<file path="src/pkg/seq_io_cfg.svh">
`ifndef SEQ_IO_CFG_SVH
`define SEQ_IO_CFG_SVH

// Register byte offsets on the Avalon-MM slave
`define OFS_WAIT_CYCLES 8'h00
`define OFS_BUS_WRITE 8'h04
`define OFS_BUS_READ 8'h08
`define OFS_BUS_LATCHED 8'h0c
`define OFS_TRIG_OUT 8'h10
`define OFS_TRIG_IN1 8'h14
`define OFS_TRIG_IN2 8'h18
`define OFS_STROBE_CFG 8'h1c
`define OFS_WAIT_CMD 8'h20
`define OFS_STATUS 8'h24
`define OFS_LFSR_POLY 8'h28
`define OFS_LFSR_STATE 8'h2c
`define OFS_MARKER_CFG 8'h30
`define OFS_BUS_DIR 8'h34

// Strobe configuration fields
`define STROBE_IDX_LSB 0
`define STROBE_IDX_MSB 4
`define STROBE_SLOPE_BIT 5

// Wait command bits
`define CMD_BUS_TRIG_BIT 0
`define CMD_TRIG_IN1_BIT 1
`define CMD_TRIG_IN2_BIT 2
`define CMD_PLAYBACK_BIT 3

// Marker configuration fields
`define MARKER_SEL_LSB 0
`define MARKER_SEL_MSB 1
`define MARKER_EN_BIT 2

// Reset values
`define RST_LFSR_POLY 32'h0009_0000
`define RST_LFSR_STATE 32'h0000_0001
`define RST_MARKER_CFG 3'h1
`define RST_STROBE_CFG 6'h00

// Timing: sequencer cycle, wait overhead and minimum, bus pacing
`define CLK_PERIOD_NS 20
`define SEQ_CYCLE_NS 4
`define WAIT_OVERHEAD 2
`define WAIT_MIN 3
`define BUS_RATE_MHZ 50
`define SEQ_CYCLE_CLKS \
  (((`SEQ_CYCLE_NS + `CLK_PERIOD_NS - 1) / `CLK_PERIOD_NS) < 1 ? 1 : \
   ((`SEQ_CYCLE_NS + `CLK_PERIOD_NS - 1) / `CLK_PERIOD_NS))
`define BUS_PACE_CLKS \
  (((1000 / `BUS_RATE_MHZ) / `CLK_PERIOD_NS) < 1 ? 1 : \
   ((1000 / `BUS_RATE_MHZ) / `CLK_PERIOD_NS))

`endif

</file>
<file path="src/pkg/seq_io_pkg.sv">
package seq_io_pkg;

  // Access sequencer states, Gray coded along idle, stall, done
  typedef enum logic [1:0] {
    st_idle = 2'b00,
    st_stall = 2'b01,
    st_done = 2'b11
  } access_state_type;

  // What a stall is waiting for
  typedef enum logic [2:0] {
    ev_count = 3'h0,
    ev_bus_trig = 3'h1,
    ev_trig_in1 = 3'h2,
    ev_trig_in2 = 3'h3,
    ev_playback = 3'h4
  } stall_cause_type;

endpackage : seq_io_pkg

</file>
<file path="src/pkg/prbs_ctrl_if.sv">
`timescale 1ns/1ns
// Control and result signals between the top and the marker generator
interface prbs_ctrl_if;
  logic [31:0] poly; // Characteristic polynomial
  logic [31:0] seed; // State loaded on load
  logic load; // Load seed, one cycle
  logic step; // Advance one sample, one cycle
  logic [31:0] state; // Present shift state
  logic bit_out; // Last shifted-out bit

  modport ctrl (output poly, output seed, output load, output step,
    input state, input bit_out);
  modport gen (input poly, input seed, input load, input step,
    output state, output bit_out);
endinterface : prbs_ctrl_if

</file>
<file path="src/rtl/prbs_marker_gen.sv">
`timescale 1ns/1ns
`include "seq_io_cfg.svh"
module prbs_marker_gen (
  input wire logic ref_clk,
  input wire logic rst_b,
  prbs_ctrl_if.gen ctl
);
  // Galois shift register, one step per output sample
  always_ff @(posedge ref_clk or negedge rst_b) begin
    if (!rst_b) begin
      ctl.state <= `RST_LFSR_STATE;
      ctl.bit_out <= 1'b0;
    end else if (ctl.load) begin
      ctl.state <= ctl.seed;
      ctl.bit_out <= 1'b0;
    end else if (ctl.step) begin
      // Shift right, fold polynomial in when a one drops out
      ctl.state <= (ctl.state >> 1) ^
        (ctl.state[0] ? ctl.poly : 32'h0000_0000); // see [RULE_16]
      ctl.bit_out <= ctl.state[0]; // see [RULE_16]
    end
  end
endmodule : prbs_marker_gen

</file>
<file path="src/rtl/bus_strobe_detect.sv">
`timescale 1ns/1ns
module bus_strobe_detect #(
  parameter int WIDTH = 32
) (
  input wire logic ref_clk,
  input wire logic rst_b,
  input wire logic [WIDTH-1:0] bus_word,
  input wire logic [$clog2(WIDTH)-1:0] strobe_idx,
  input wire logic falling,
  output logic fire,
  output logic [WIDTH-1:0] latched
);
  logic prev_strobe; // Strobe level one cycle back
  logic cur_strobe; // Selected strobe bit now
  logic armed; // Strobe history valid since reset

  // Pick the strobe line
  assign cur_strobe = bus_word[strobe_idx];

  // Edge of the configured polarity, none until history is valid
  assign fire = armed &
    (falling ? (prev_strobe & ~cur_strobe)
             : (~prev_strobe & cur_strobe)); // see [RULE_09]

  // Remember last strobe level
  always_ff @(posedge ref_clk or negedge rst_b) begin
    if (!rst_b) begin
      prev_strobe <= 1'b0;
      armed <= 1'b0;
    end else begin
      prev_strobe <= cur_strobe;
      armed <= 1'b1;
    end
  end

  // Capture the whole word at each trigger
  always_ff @(posedge ref_clk or negedge rst_b) begin
    if (!rst_b) begin
      latched <= '0;
    end else if (fire) begin
      latched <= bus_word; // see [RULE_07]
    end
  end
endmodule : bus_strobe_detect

</file>
<file path="src/rtl/sequencer_io_timing_unit.sv">
// Operation
// [RULE_01] Wait lasts count plus two cycles
// [RULE_02] Wait never shorter than three cycles
// [RULE_03] Bus write drives full 32-bit word
// [RULE_04] Bus output updates paced at 50 MHz
// [RULE_05] Controller sets bus direction before writing
// [RULE_06] Bus read returns present sampled word
// [RULE_07] Latch bus word at each trigger
// [RULE_08] Trigger write sets four output lines
// [RULE_09] Bus trigger wait on strobe edge
// [RULE_10] Trigger input read returns one level
// [RULE_11] Playback wait until waveform completes
// [RULE_12] Marker carries LFSR bits, analog zero
// [RULE_13] LFSR polynomial up to 32 bits
// [RULE_14] Controller loads nonzero LFSR seed
// [RULE_15] Trigger wait on input one or two
// [RULE_16] Shift right, XOR polynomial, output bit
//
// The placing of the registers and the Avalon-MM interface to the registers were left to the implementer.
`timescale 1ns/1ns
`include "seq_io_cfg.svh"
module sequencer_io_timing_unit #(
  parameter int BUS_WIDTH = 32,
  parameter int TRIG_OUTS = 4
) (
  input wire logic ref_clk,
  input wire logic rst_b,
  input wire logic [7:0] address,
  input wire logic read,
  input wire logic write,
  input wire logic [3:0] byteenable,
  input wire logic [31:0] writedata,
  output logic [31:0] readdata,
  output logic waitrequest,
  input wire logic [BUS_WIDTH-1:0] bus_in,
  output logic [BUS_WIDTH-1:0] bus_out,
  output logic [BUS_WIDTH-1:0] bus_oe,
  output logic [TRIG_OUTS-1:0] trig_out,
  input wire logic [1:0] trig_in,
  input wire logic wave_playing,
  input wire logic sample_strobe,
  input wire logic [15:0] sample_in,
  output logic [15:0] sample_out,
  output logic [1:0] marker
);
  localparam int SEQ_CLKS = `SEQ_CYCLE_CLKS;
  localparam int PACE_CLKS = `BUS_PACE_CLKS;
  localparam int PACE_W = (PACE_CLKS > 1) ? $clog2(PACE_CLKS) : 1;

  seq_io_pkg::access_state_type state; // Access sequencer state
  seq_io_pkg::stall_cause_type cause; // Reason for present stall
  logic [39:0] stall_cnt; // Clocks left in a counted stall
  logic [39:0] next_stall_cnt; // Load value for a counted stall
  logic [33:0] wait_seq; // Requested wait in sequencer cycles
  logic req; // Any request on the bus
  logic wr_now; // Write takes effect this edge
  logic [31:0] wmask; // Byte-enable bit mask
  logic [31:0] merged; // Write data merged by byte lanes
  logic [5:0] strobe_cfg; // Strobe index and slope
  logic [2:0] marker_cfg; // Marker select and enable
  logic [31:0] lfsr_poly; // Polynomial register
  logic [31:0] bus_word; // Word waiting to go on the bus
  logic bus_pending; // Word not yet put on the bus
  logic [PACE_W-1:0] pace_cnt; // Bus update pacing counter
  logic pace_tick; // Bus may update this cycle
  logic [1:0] trig_prev; // Trigger inputs one cycle back
  logic [1:0] trig_rise; // Rising edge per trigger input
  logic trig_armed; // Edge history valid since reset
  logic bus_fire; // Bus trigger event
  logic [BUS_WIDTH-1:0] bus_latched; // Word caught at bus trigger
  logic stall_end; // Stall condition met
  logic [31:0] next_readdata; // Read value chosen at decode
  logic lfsr_load; // Seed load strobe
  logic [31:0] lfsr_seed; // Seed value

  prbs_ctrl_if prbs ();

  // Bus trigger edge detect and capture
  bus_strobe_detect #(
    .WIDTH(BUS_WIDTH)
  ) u_strobe (
    .ref_clk(ref_clk),
    .rst_b(rst_b),
    .bus_word(bus_in),
    .strobe_idx(strobe_cfg[`STROBE_IDX_MSB:`STROBE_IDX_LSB]),
    .falling(strobe_cfg[`STROBE_SLOPE_BIT]),
    .fire(bus_fire),
    .latched(bus_latched)
  );

  // Marker pattern generator
  prbs_marker_gen u_prbs (
    .ref_clk(ref_clk),
    .rst_b(rst_b),
    .ctl(prbs.gen)
  );

  // Hook the generator up
  assign prbs.poly = lfsr_poly; // see [RULE_13]
  assign prbs.seed = lfsr_seed; // see [RULE_14]
  assign prbs.load = lfsr_load;
  assign prbs.step = sample_strobe & marker_cfg[`MARKER_EN_BIT];

  // Request decode
  assign req = read | write;
  // Writes land on the answer edge, together with the master's sample
  assign wr_now = write & (state == seq_io_pkg::st_done);
  // Combinational, so the answer needs no extra register stage
  assign waitrequest = req & (state != seq_io_pkg::st_done);

  // Byte-lane merge against a zero base
  always_comb begin
    for (int i = 0; i < 4; i++) begin
      wmask[8*i +: 8] = {8{byteenable[i]}};
    end
    merged = writedata & wmask;
  end

  // Requested wait with overhead and floor, in clocks
  always_comb begin
    // Wide enough that the largest count plus overhead cannot wrap
    wait_seq = {2'h0, merged} + 34'(`WAIT_OVERHEAD); // see [RULE_01]
    if (wait_seq < 34'(`WAIT_MIN)) begin
      wait_seq = 34'(`WAIT_MIN); // see [RULE_02]
    end
    // Idle cycle and the stall cycle that sees a zero count each count one clock of the stall
    next_stall_cnt = 40'(wait_seq) * 40'(SEQ_CLKS) - 40'h2;
  end

  // Condition that ends a counted or event stall
  always_comb begin
    case (cause)
      seq_io_pkg::ev_count: stall_end = (stall_cnt == 40'h0);
      seq_io_pkg::ev_bus_trig: stall_end = bus_fire; // see [RULE_09]
      seq_io_pkg::ev_trig_in1: stall_end = trig_rise[0]; // see [RULE_15]
      seq_io_pkg::ev_trig_in2: stall_end = trig_rise[1]; // see [RULE_15]
      seq_io_pkg::ev_playback: stall_end = ~wave_playing; // see [RULE_11]
      default: stall_end = 1'b1;
    endcase
  end

  // Access sequencer: idle decode, stall, one answer cycle
  always_ff @(posedge ref_clk or negedge rst_b) begin
    if (!rst_b) begin
      state <= seq_io_pkg::st_idle;
    end else begin
      case (state)
        seq_io_pkg::st_idle: begin
          if (write && address == `OFS_WAIT_CYCLES) begin
            state <= seq_io_pkg::st_stall;
          end else if (write && address == `OFS_WAIT_CMD &&
                       merged[3:0] != 4'h0) begin
            state <= seq_io_pkg::st_stall;
          end else if (req) begin
            state <= seq_io_pkg::st_done;
          end
        end
        seq_io_pkg::st_stall: begin
          if (stall_end) begin
            state <= seq_io_pkg::st_done;
          end
        end
        seq_io_pkg::st_done: begin
          state <= seq_io_pkg::st_idle;
        end
        default: begin
          state <= seq_io_pkg::st_idle;
        end
      endcase
    end
  end

  // Stall cause and count
  always_ff @(posedge ref_clk or negedge rst_b) begin
    if (!rst_b) begin
      cause <= seq_io_pkg::ev_count;
      stall_cnt <= 40'h0;
    end else if (state == seq_io_pkg::st_idle && write) begin
      // Lowest command bit wins when several are set
      if (address == `OFS_WAIT_CYCLES) begin
        cause <= seq_io_pkg::ev_count;
        stall_cnt <= next_stall_cnt; // see [RULE_01]
      end else if (merged[`CMD_BUS_TRIG_BIT]) begin
        cause <= seq_io_pkg::ev_bus_trig;
      end else if (merged[`CMD_TRIG_IN1_BIT]) begin
        cause <= seq_io_pkg::ev_trig_in1;
      end else if (merged[`CMD_TRIG_IN2_BIT]) begin
        cause <= seq_io_pkg::ev_trig_in2;
      end else begin
        cause <= seq_io_pkg::ev_playback;
      end
    end else if (state == seq_io_pkg::st_stall && stall_cnt != 40'h0) begin
      // Count down the counted stall
      stall_cnt <= stall_cnt - 40'h1;
    end
  end

  // Digital trigger input edges; no edge until history is valid, so a
  // line held high across reset does not look like a fresh trigger
  always_ff @(posedge ref_clk or negedge rst_b) begin
    if (!rst_b) begin
      trig_prev <= 2'h0;
      trig_armed <= 1'b0;
    end else begin
      trig_prev <= trig_in;
      trig_armed <= 1'b1;
    end
  end
  // Rising edge per input, masked in the first cycle after reset
  assign trig_rise = trig_in & ~trig_prev & {2{trig_armed}}; // see [RULE_15]

  // Read data select
  always_comb begin
    case (address)
      `OFS_BUS_READ: next_readdata = 32'(bus_in); // see [RULE_06]
      `OFS_BUS_LATCHED: next_readdata = 32'(bus_latched); // see [RULE_07]
      `OFS_BUS_WRITE: next_readdata = 32'(bus_word);
      `OFS_TRIG_OUT: next_readdata = 32'(trig_out);
      `OFS_TRIG_IN1: next_readdata = {31'h0, trig_in[0]}; // see [RULE_10]
      `OFS_TRIG_IN2: next_readdata = {31'h0, trig_in[1]}; // see [RULE_10]
      `OFS_STROBE_CFG: next_readdata = {26'h0, strobe_cfg};
      `OFS_STATUS: next_readdata = {27'h0, wave_playing, trig_in,
                                     bus_pending, marker[0]};
      `OFS_LFSR_POLY: next_readdata = lfsr_poly;
      `OFS_LFSR_STATE: next_readdata = prbs.state;
      `OFS_MARKER_CFG: next_readdata = {29'h0, marker_cfg};
      `OFS_BUS_DIR: next_readdata = 32'(bus_oe);
      default: next_readdata = 32'h0;
    endcase
  end

  // Read data stands during the answer cycle
  always_ff @(posedge ref_clk or negedge rst_b) begin
    if (!rst_b) begin
      readdata <= 32'h0;
    end else if (state == seq_io_pkg::st_idle && read) begin
      readdata <= next_readdata;
    end
  end

  // Bus direction, set by the controller before bus writes
  always_ff @(posedge ref_clk or negedge rst_b) begin
    if (!rst_b) begin
      bus_oe <= '0;
    end else if (wr_now && address == `OFS_BUS_DIR) begin
      bus_oe <= BUS_WIDTH'(merged); // see [RULE_05]
    end
  end

  // Word queued for the bus
  // A new write wins over the pace tick that clears the flag
  always_ff @(posedge ref_clk or negedge rst_b) begin
    if (!rst_b) begin
      bus_word <= 32'h0;
      bus_pending <= 1'b0;
    end else if (wr_now && address == `OFS_BUS_WRITE) begin
      bus_word <= merged; // see [RULE_03]
      bus_pending <= 1'b1;
    end else if (pace_tick) begin
      bus_pending <= 1'b0;
    end
  end

  // Pacing counter for bus updates
  // With the bus rate equal to ref_clk the counter stays at zero
  always_ff @(posedge ref_clk or negedge rst_b) begin
    if (!rst_b) begin
      pace_cnt <= '0;
    end else if (pace_cnt == PACE_W'(PACE_CLKS - 1)) begin
      pace_cnt <= '0;
    end else begin
      pace_cnt <= pace_cnt + PACE_W'(1);
    end
  end
  assign pace_tick = (pace_cnt == PACE_W'(PACE_CLKS - 1));

  // Drive the bus only on pace ticks
  always_ff @(posedge ref_clk or negedge rst_b) begin
    if (!rst_b) begin
      bus_out <= '0;
    end else if (pace_tick && bus_pending) begin
      bus_out <= BUS_WIDTH'(bus_word); // see [RULE_04]
    end
  end

  // Trigger output lines, all four at once
  always_ff @(posedge ref_clk or negedge rst_b) begin
    if (!rst_b) begin
      trig_out <= '0;
    end else if (wr_now && address == `OFS_TRIG_OUT) begin
      trig_out <= TRIG_OUTS'(merged); // see [RULE_08]
    end
  end

  // Strobe configuration
  always_ff @(posedge ref_clk or negedge rst_b) begin
    if (!rst_b) begin
      strobe_cfg <= `RST_STROBE_CFG;
    end else if (wr_now && address == `OFS_STROBE_CFG) begin
      strobe_cfg <= merged[5:0];
    end
  end

  // Polynomial and marker configuration
  always_ff @(posedge ref_clk or negedge rst_b) begin
    if (!rst_b) begin
      lfsr_poly <= `RST_LFSR_POLY;
      marker_cfg <= `RST_MARKER_CFG;
    end else if (wr_now && address == `OFS_LFSR_POLY) begin
      lfsr_poly <= merged; // see [RULE_13]
    end else if (wr_now && address == `OFS_MARKER_CFG) begin
      marker_cfg <= merged[2:0];
    end
  end

  // Seed load strobe
  // Load trails the write by a clock so the seed register is settled
  always_ff @(posedge ref_clk or negedge rst_b) begin
    if (!rst_b) begin
      lfsr_load <= 1'b0;
      lfsr_seed <= `RST_LFSR_STATE;
    end else begin
      lfsr_load <= wr_now && address == `OFS_LFSR_STATE;
      if (wr_now && address == `OFS_LFSR_STATE) begin
        lfsr_seed <= merged;
      end
    end
  end

  // Sample and marker outputs
  always_ff @(posedge ref_clk or negedge rst_b) begin
    if (!rst_b) begin
      sample_out <= 16'h0000;
      marker <= 2'h0;
    end else if (marker_cfg[`MARKER_EN_BIT]) begin
      sample_out <= 16'h0000; // see [RULE_12]
      marker[0] <= (marker_cfg[1:0] == 2'h1) & prbs.bit_out; // see [RULE_12]
      marker[1] <= (marker_cfg[1:0] == 2'h2) & prbs.bit_out; // see [RULE_12]
    end else begin
      sample_out <= sample_in;
      marker <= 2'h0;
    end
  end
endmodule : sequencer_io_timing_unit

</file>
<file path="config.mk">
export PLATFORM = sky130hd
export DESIGN_NAME = sequencer_io_timing_unit
export DESIGN_NICKNAME = d
export VERILOG_FILES = /design/src/pkg/seq_io_pkg.sv /design/src/pkg/prbs_ctrl_if.sv /design/src/rtl/prbs_marker_gen.sv /design/src/rtl/bus_strobe_detect.sv /design/src/rtl/sequencer_io_timing_unit.sv
export VERILOG_INCLUDE_DIRS = /design/src /design/src/pkg
export SDC_FILE = /design/constraint.sdc
export NUM_CORES = 1
export LEC_CHECK = 0
export ABC_AREA = 1
export BUFFER_PORTS_ARGS = -buffer_cell sky130_fd_sc_hd__buf_4
export CAP_MARGIN = 15
export CORE_MARGIN = 1
export CORE_UTILIZATION = 55
export CTS_BUF_LIST = sky130_fd_sc_hd__clkbuf_4
export DETAILED_ROUTE_END_ITERATION = 10
export PLACE_DENSITY_LB_ADDON = 0.08
export SLEW_MARGIN = 0
export SYNTH_ARGS = -nofsm -noshare
export SYNTH_HDL_FRONTEND = slang
export SYNTH_SLANG_ARGS = --single-unit
</file>
<file path="constraint.sdc">
create_clock -name ref_clk -period 5.3 [get_ports ref_clk]
set_input_delay 0.795 -clock ref_clk [delete_from_list [all_inputs] [get_ports ref_clk]]
set_output_delay 0.795 -clock ref_clk [all_outputs]
set_load 0.03 [all_outputs]
</file>
==> flow_metrics.py <==
metrics = {
    "worst_setup_path": {
        "crit_fanout": 15,
        "slowest_delay_ns": 0.24,
        "crit_top_cell": "inv_1",
        "worstSetupEndpointType": "register",
        "critPathRequiredTime_ns": 5.94,
        "cp-start-kind": "input pin",
        "path_buf_inv": 7,
        "r2r_slack_ns": 1.68,
        "crit_slowest_cell": "a21oi_4",
        "crit_family": "simple AND/OR/NAND/NOR gates",
        "critical_path_class": "input pin to register",
        "crit_arrival_ns": 4.63,
    },
    "pwr": {
        "vdd_ir_drop_max_mv": 0.275,
        "leakagePower_nw": 10.5,
        "pwr-share-comb_pct": 22.8,
        "power_density_mw_per_mm2": 330,
        "power_mw": 7.04,
        "clockPowerShare_pct": 31.9,
        "p_int_mw": 4.60,
        "seqPwrFrac_pct": 45.3,
        "switching_power_mw": 2.45,
        "p_sw_share_pct": 34.7,
    },
    "clocking": {
        "post_cts_buffers": 0,
        "clock_latency_ns": 0.78,
        "holdBufCountCts": 0,
        "clock_path_buffers": 3,
        "cts_tree": "yes",
        "clockRootBuffer": "clkbuf_4",
        "htree_levels": 3,
        "clk_pin_slew_ns": 0.07,
        "cts_buffers": 89,
        "cts_sinks": 339,
        "ctsResizeCount": 0,
    },
    "placed_design": {
        "place_ws_ns": 0.538,
        "dp.cells": 2959,
        "post-dp-hpwl_mm": 45.2,
        "place_area_mm2": 0.0202,
        "place.gp.congestion": 0.986,
        "portBuffers": 218,
    },
    "layout": {
        "fillers": 2900,
        "syn2layout_area_growth_pct": 17.1,
        "design_area_mm2": 0.0214,
        "seq_area_mm2": 0.00849,
        "final_nets": 2715,
        "final_common_cell": "nand2_1",
        "final_cells": 3123,
        "layout_common_cells": "nand2_1, dfrtp_1, nor2_1, o21ai_0, inv_1",
        "multiInputGateArea_mm2": 0.00834,
        "drive_above_1_share_pct": 18.7,
    },
    "yosys": {
        "synth_warnings": 0,
        "yosysSeqAreaShare_pct": 46.6,
        "ys_async_sr_fraction_pct": 100,
        "synth-seq-cells": 339,
        "synth-main-ff-cell": "dfrtp_1",
        "synth_top_area_share_pct": 45.9,
        "synth_nets": 2482,
        "synth.distinct_cells": 57,
        "synth-edff-count": 0,
        "synth_area_leader_cell": "dfrtp_1",
        "synth.area.top_cells": "dfrtp_1, nand2_1, o21ai_0",
        "synth_area_mm2": 0.0182,
        "synthCells": 2376,
        "avgSynthCellArea_um2": 7.67,
    },
    "timing": {
        "rsz0062_at_grt": "no",
        "tightestPinTransition_ns": 1.25,
        "slew_headroom_pct": 16.4,
        "tns_ns": 0,
        "timing.final.ws_setup_ns": 1.32,
        "report.final.slew_viol_count": 0,
        "hold_viol_final": 0,
        "max_freq_mhz": 251,
        "fin_crit_sh_pct": 75.1,
        "period_minus_slack_ns": 3.98,
        "finClkSkew_ns": 0.0255,
        "setup_viol_count_final": 0,
    },
    "grt": {
        "grt_pass1_vias": 16790,
        "gr-total-overflow": 0,
        "antenna_found_initial": 3,
        "grt_max_degree": 130,
        "globalRouteTotalUtil_pct": 36.8,
        "grt_pass1_wl_mm": 94.2,
    },
    "floorplanning": {
        "initial_core_util_pct": 56.0,
        "die_width_um": 184,
        "core-area_mm2": 0.0325,
        "dieArea_mm2": 0.0339,
        "die_h_um": 184,
        "rows": 66,
        "pin_count": 219,
    },
    "min_path": {
        "hold_class": "input pin to asynchronous set/reset pin",
    },
    "outcome": {
        "outcome": "finished, final reports clean",
    },
    "route": {
        "via_per_inst": 5.73,
        "via_count": 17899,
        "postRouteWirelength_mm": 61.3,
        "first_iter_violations": 1852,
        "wl_per_cell_um": 19.6,
        "ant_nets": 0,
        "first_pass_iters": 9,
        "drc_errors": 0,
    },
    "flow_run": {
        "maxCapViolCount": 0,
    },
}
==> registers in the layout (all words and copies together), names as in the netlist, 3 cells and up <==
register	flops
bus_oe	32
bus_out	32
bus_word	32
cause	3
lfsr_poly	32
lfsr_seed	32
marker_cfg	3
readdata	32
sample_out	16
stall_cnt	40
strobe_cfg	6
trig_out	4
u_prbs.ctl.state	32
u_strobe.latched	32
==> cells by family (layout without fill, tap and decap cells) <==
kind of cell / after synthesis / after routing / share of synthesized area [%]
simple gates: 1122 / 1122 / 26.2
compound gates: 473 / 473 / 15.3
buf+inv: 367 / 668 / 7.73
mux: 27 / 27 / 1.67
flops: 339 / 339 / 46.6
other cells: 1 / 5 / 0.0206
xor+xnor: 41 / 41 / 2.13
fa+ha+maj: 6 / 6 / 0.412
==> metal layers <==
layer	part of all wire (%)	vias to the layer above	routed length, µm	global-route usage, %
li1	-	8308	-	-
met1	42	8512	25900	50.8
met2	45	937	27400	55.7
met3	9.6	142	5890	8.70
met4	3.5	0	2170	14.7
met5	0	-	0	0
==> path summary, 6_finish.rpt <==
check,startpoint,endpoint,cells after the start
max in group asynchronous,rst_b,state[0],2
min reg2reg,lfsr_seed[9],u_prbs.ctl.state[9],2
max reg2reg,stall_cnt[0],stall_cnt[6],15
min in group ref_clk,trig_in[1],trig_prev[1],1
min,rst_b,bus_word[27],1
max,byteenable[0],stall_cnt[27],29
==> Yosys cell counts (all sizes together), types with 3 or more instances <==
cell       n
nor2     283
o21ai    266
xnor2     12
buf       16
a22oi      3
dfstp      5
o221ai    30
nand3b     3
ha         6
nor4       8
dfrtp    334
clkinv     8
o22ai     13
a221oi    31
o311ai     4
mux2      27
xor2      29
o211ai    20
o2111ai   11
nand2    672
a31oi      9
a21oi     76
nand4     29
nand3     91
nor3      28
inv      262
clkbuf    81
==> worst reg2reg max path, cell delays in order (launching register included) <==
cell and delay (ns):
dfrtp_1 0.36, inv_1 0.13, ha_1 0.19, nand2_1 0.08
nor2_1 0.13, inv_1 0.08, nor2_1 0.28, nand2_1 0.18
nor4_2 0.54, nand2_1 0.11, nand2_1 0.09, nand2_1 0.41
inv_2 0.61, a21oi_1 0.10, o21ai_0 0.11, o21ai_1 0.09
==> power by group through the flow <==
stage | Sequential, mW | Combinational [mW] | Clock, mW
finish | 3.19 | 1.60 | 2.25
CTS | 3.18 | 1.59 | 2.27
global route | 3.23 | 1.80 | 2.43
floorplan | 3.17 | 1.08 | 0
global placement | 3.21 | 1.54 | 0
detailed placement | 3.22 | 1.58 | 0
==> layout make-up <==
cell class	count	share of cell area [%]
multi-input combinational	1670	39.1
tap	442	2.59
timing repair buffer	239	8.61
sequential	339	39.8
clock inverter	24	0.434
clock buffer	135	4.75
inverter	270	4.75
antenna	4	0.0469
==> stage by stage <==
step           utilization, %  hold slack, ns
6_report                 65.6          0.0668
5_1_grt                  65.6           0.110
4_1_cts                  65.5          0.0830
3_5_place_dp             62.1           0.460
3_3_place_gp             62.1           0.456
2_1_floorplan               -           0.431
Note: power is estimated with default switching activity, not from simulation.
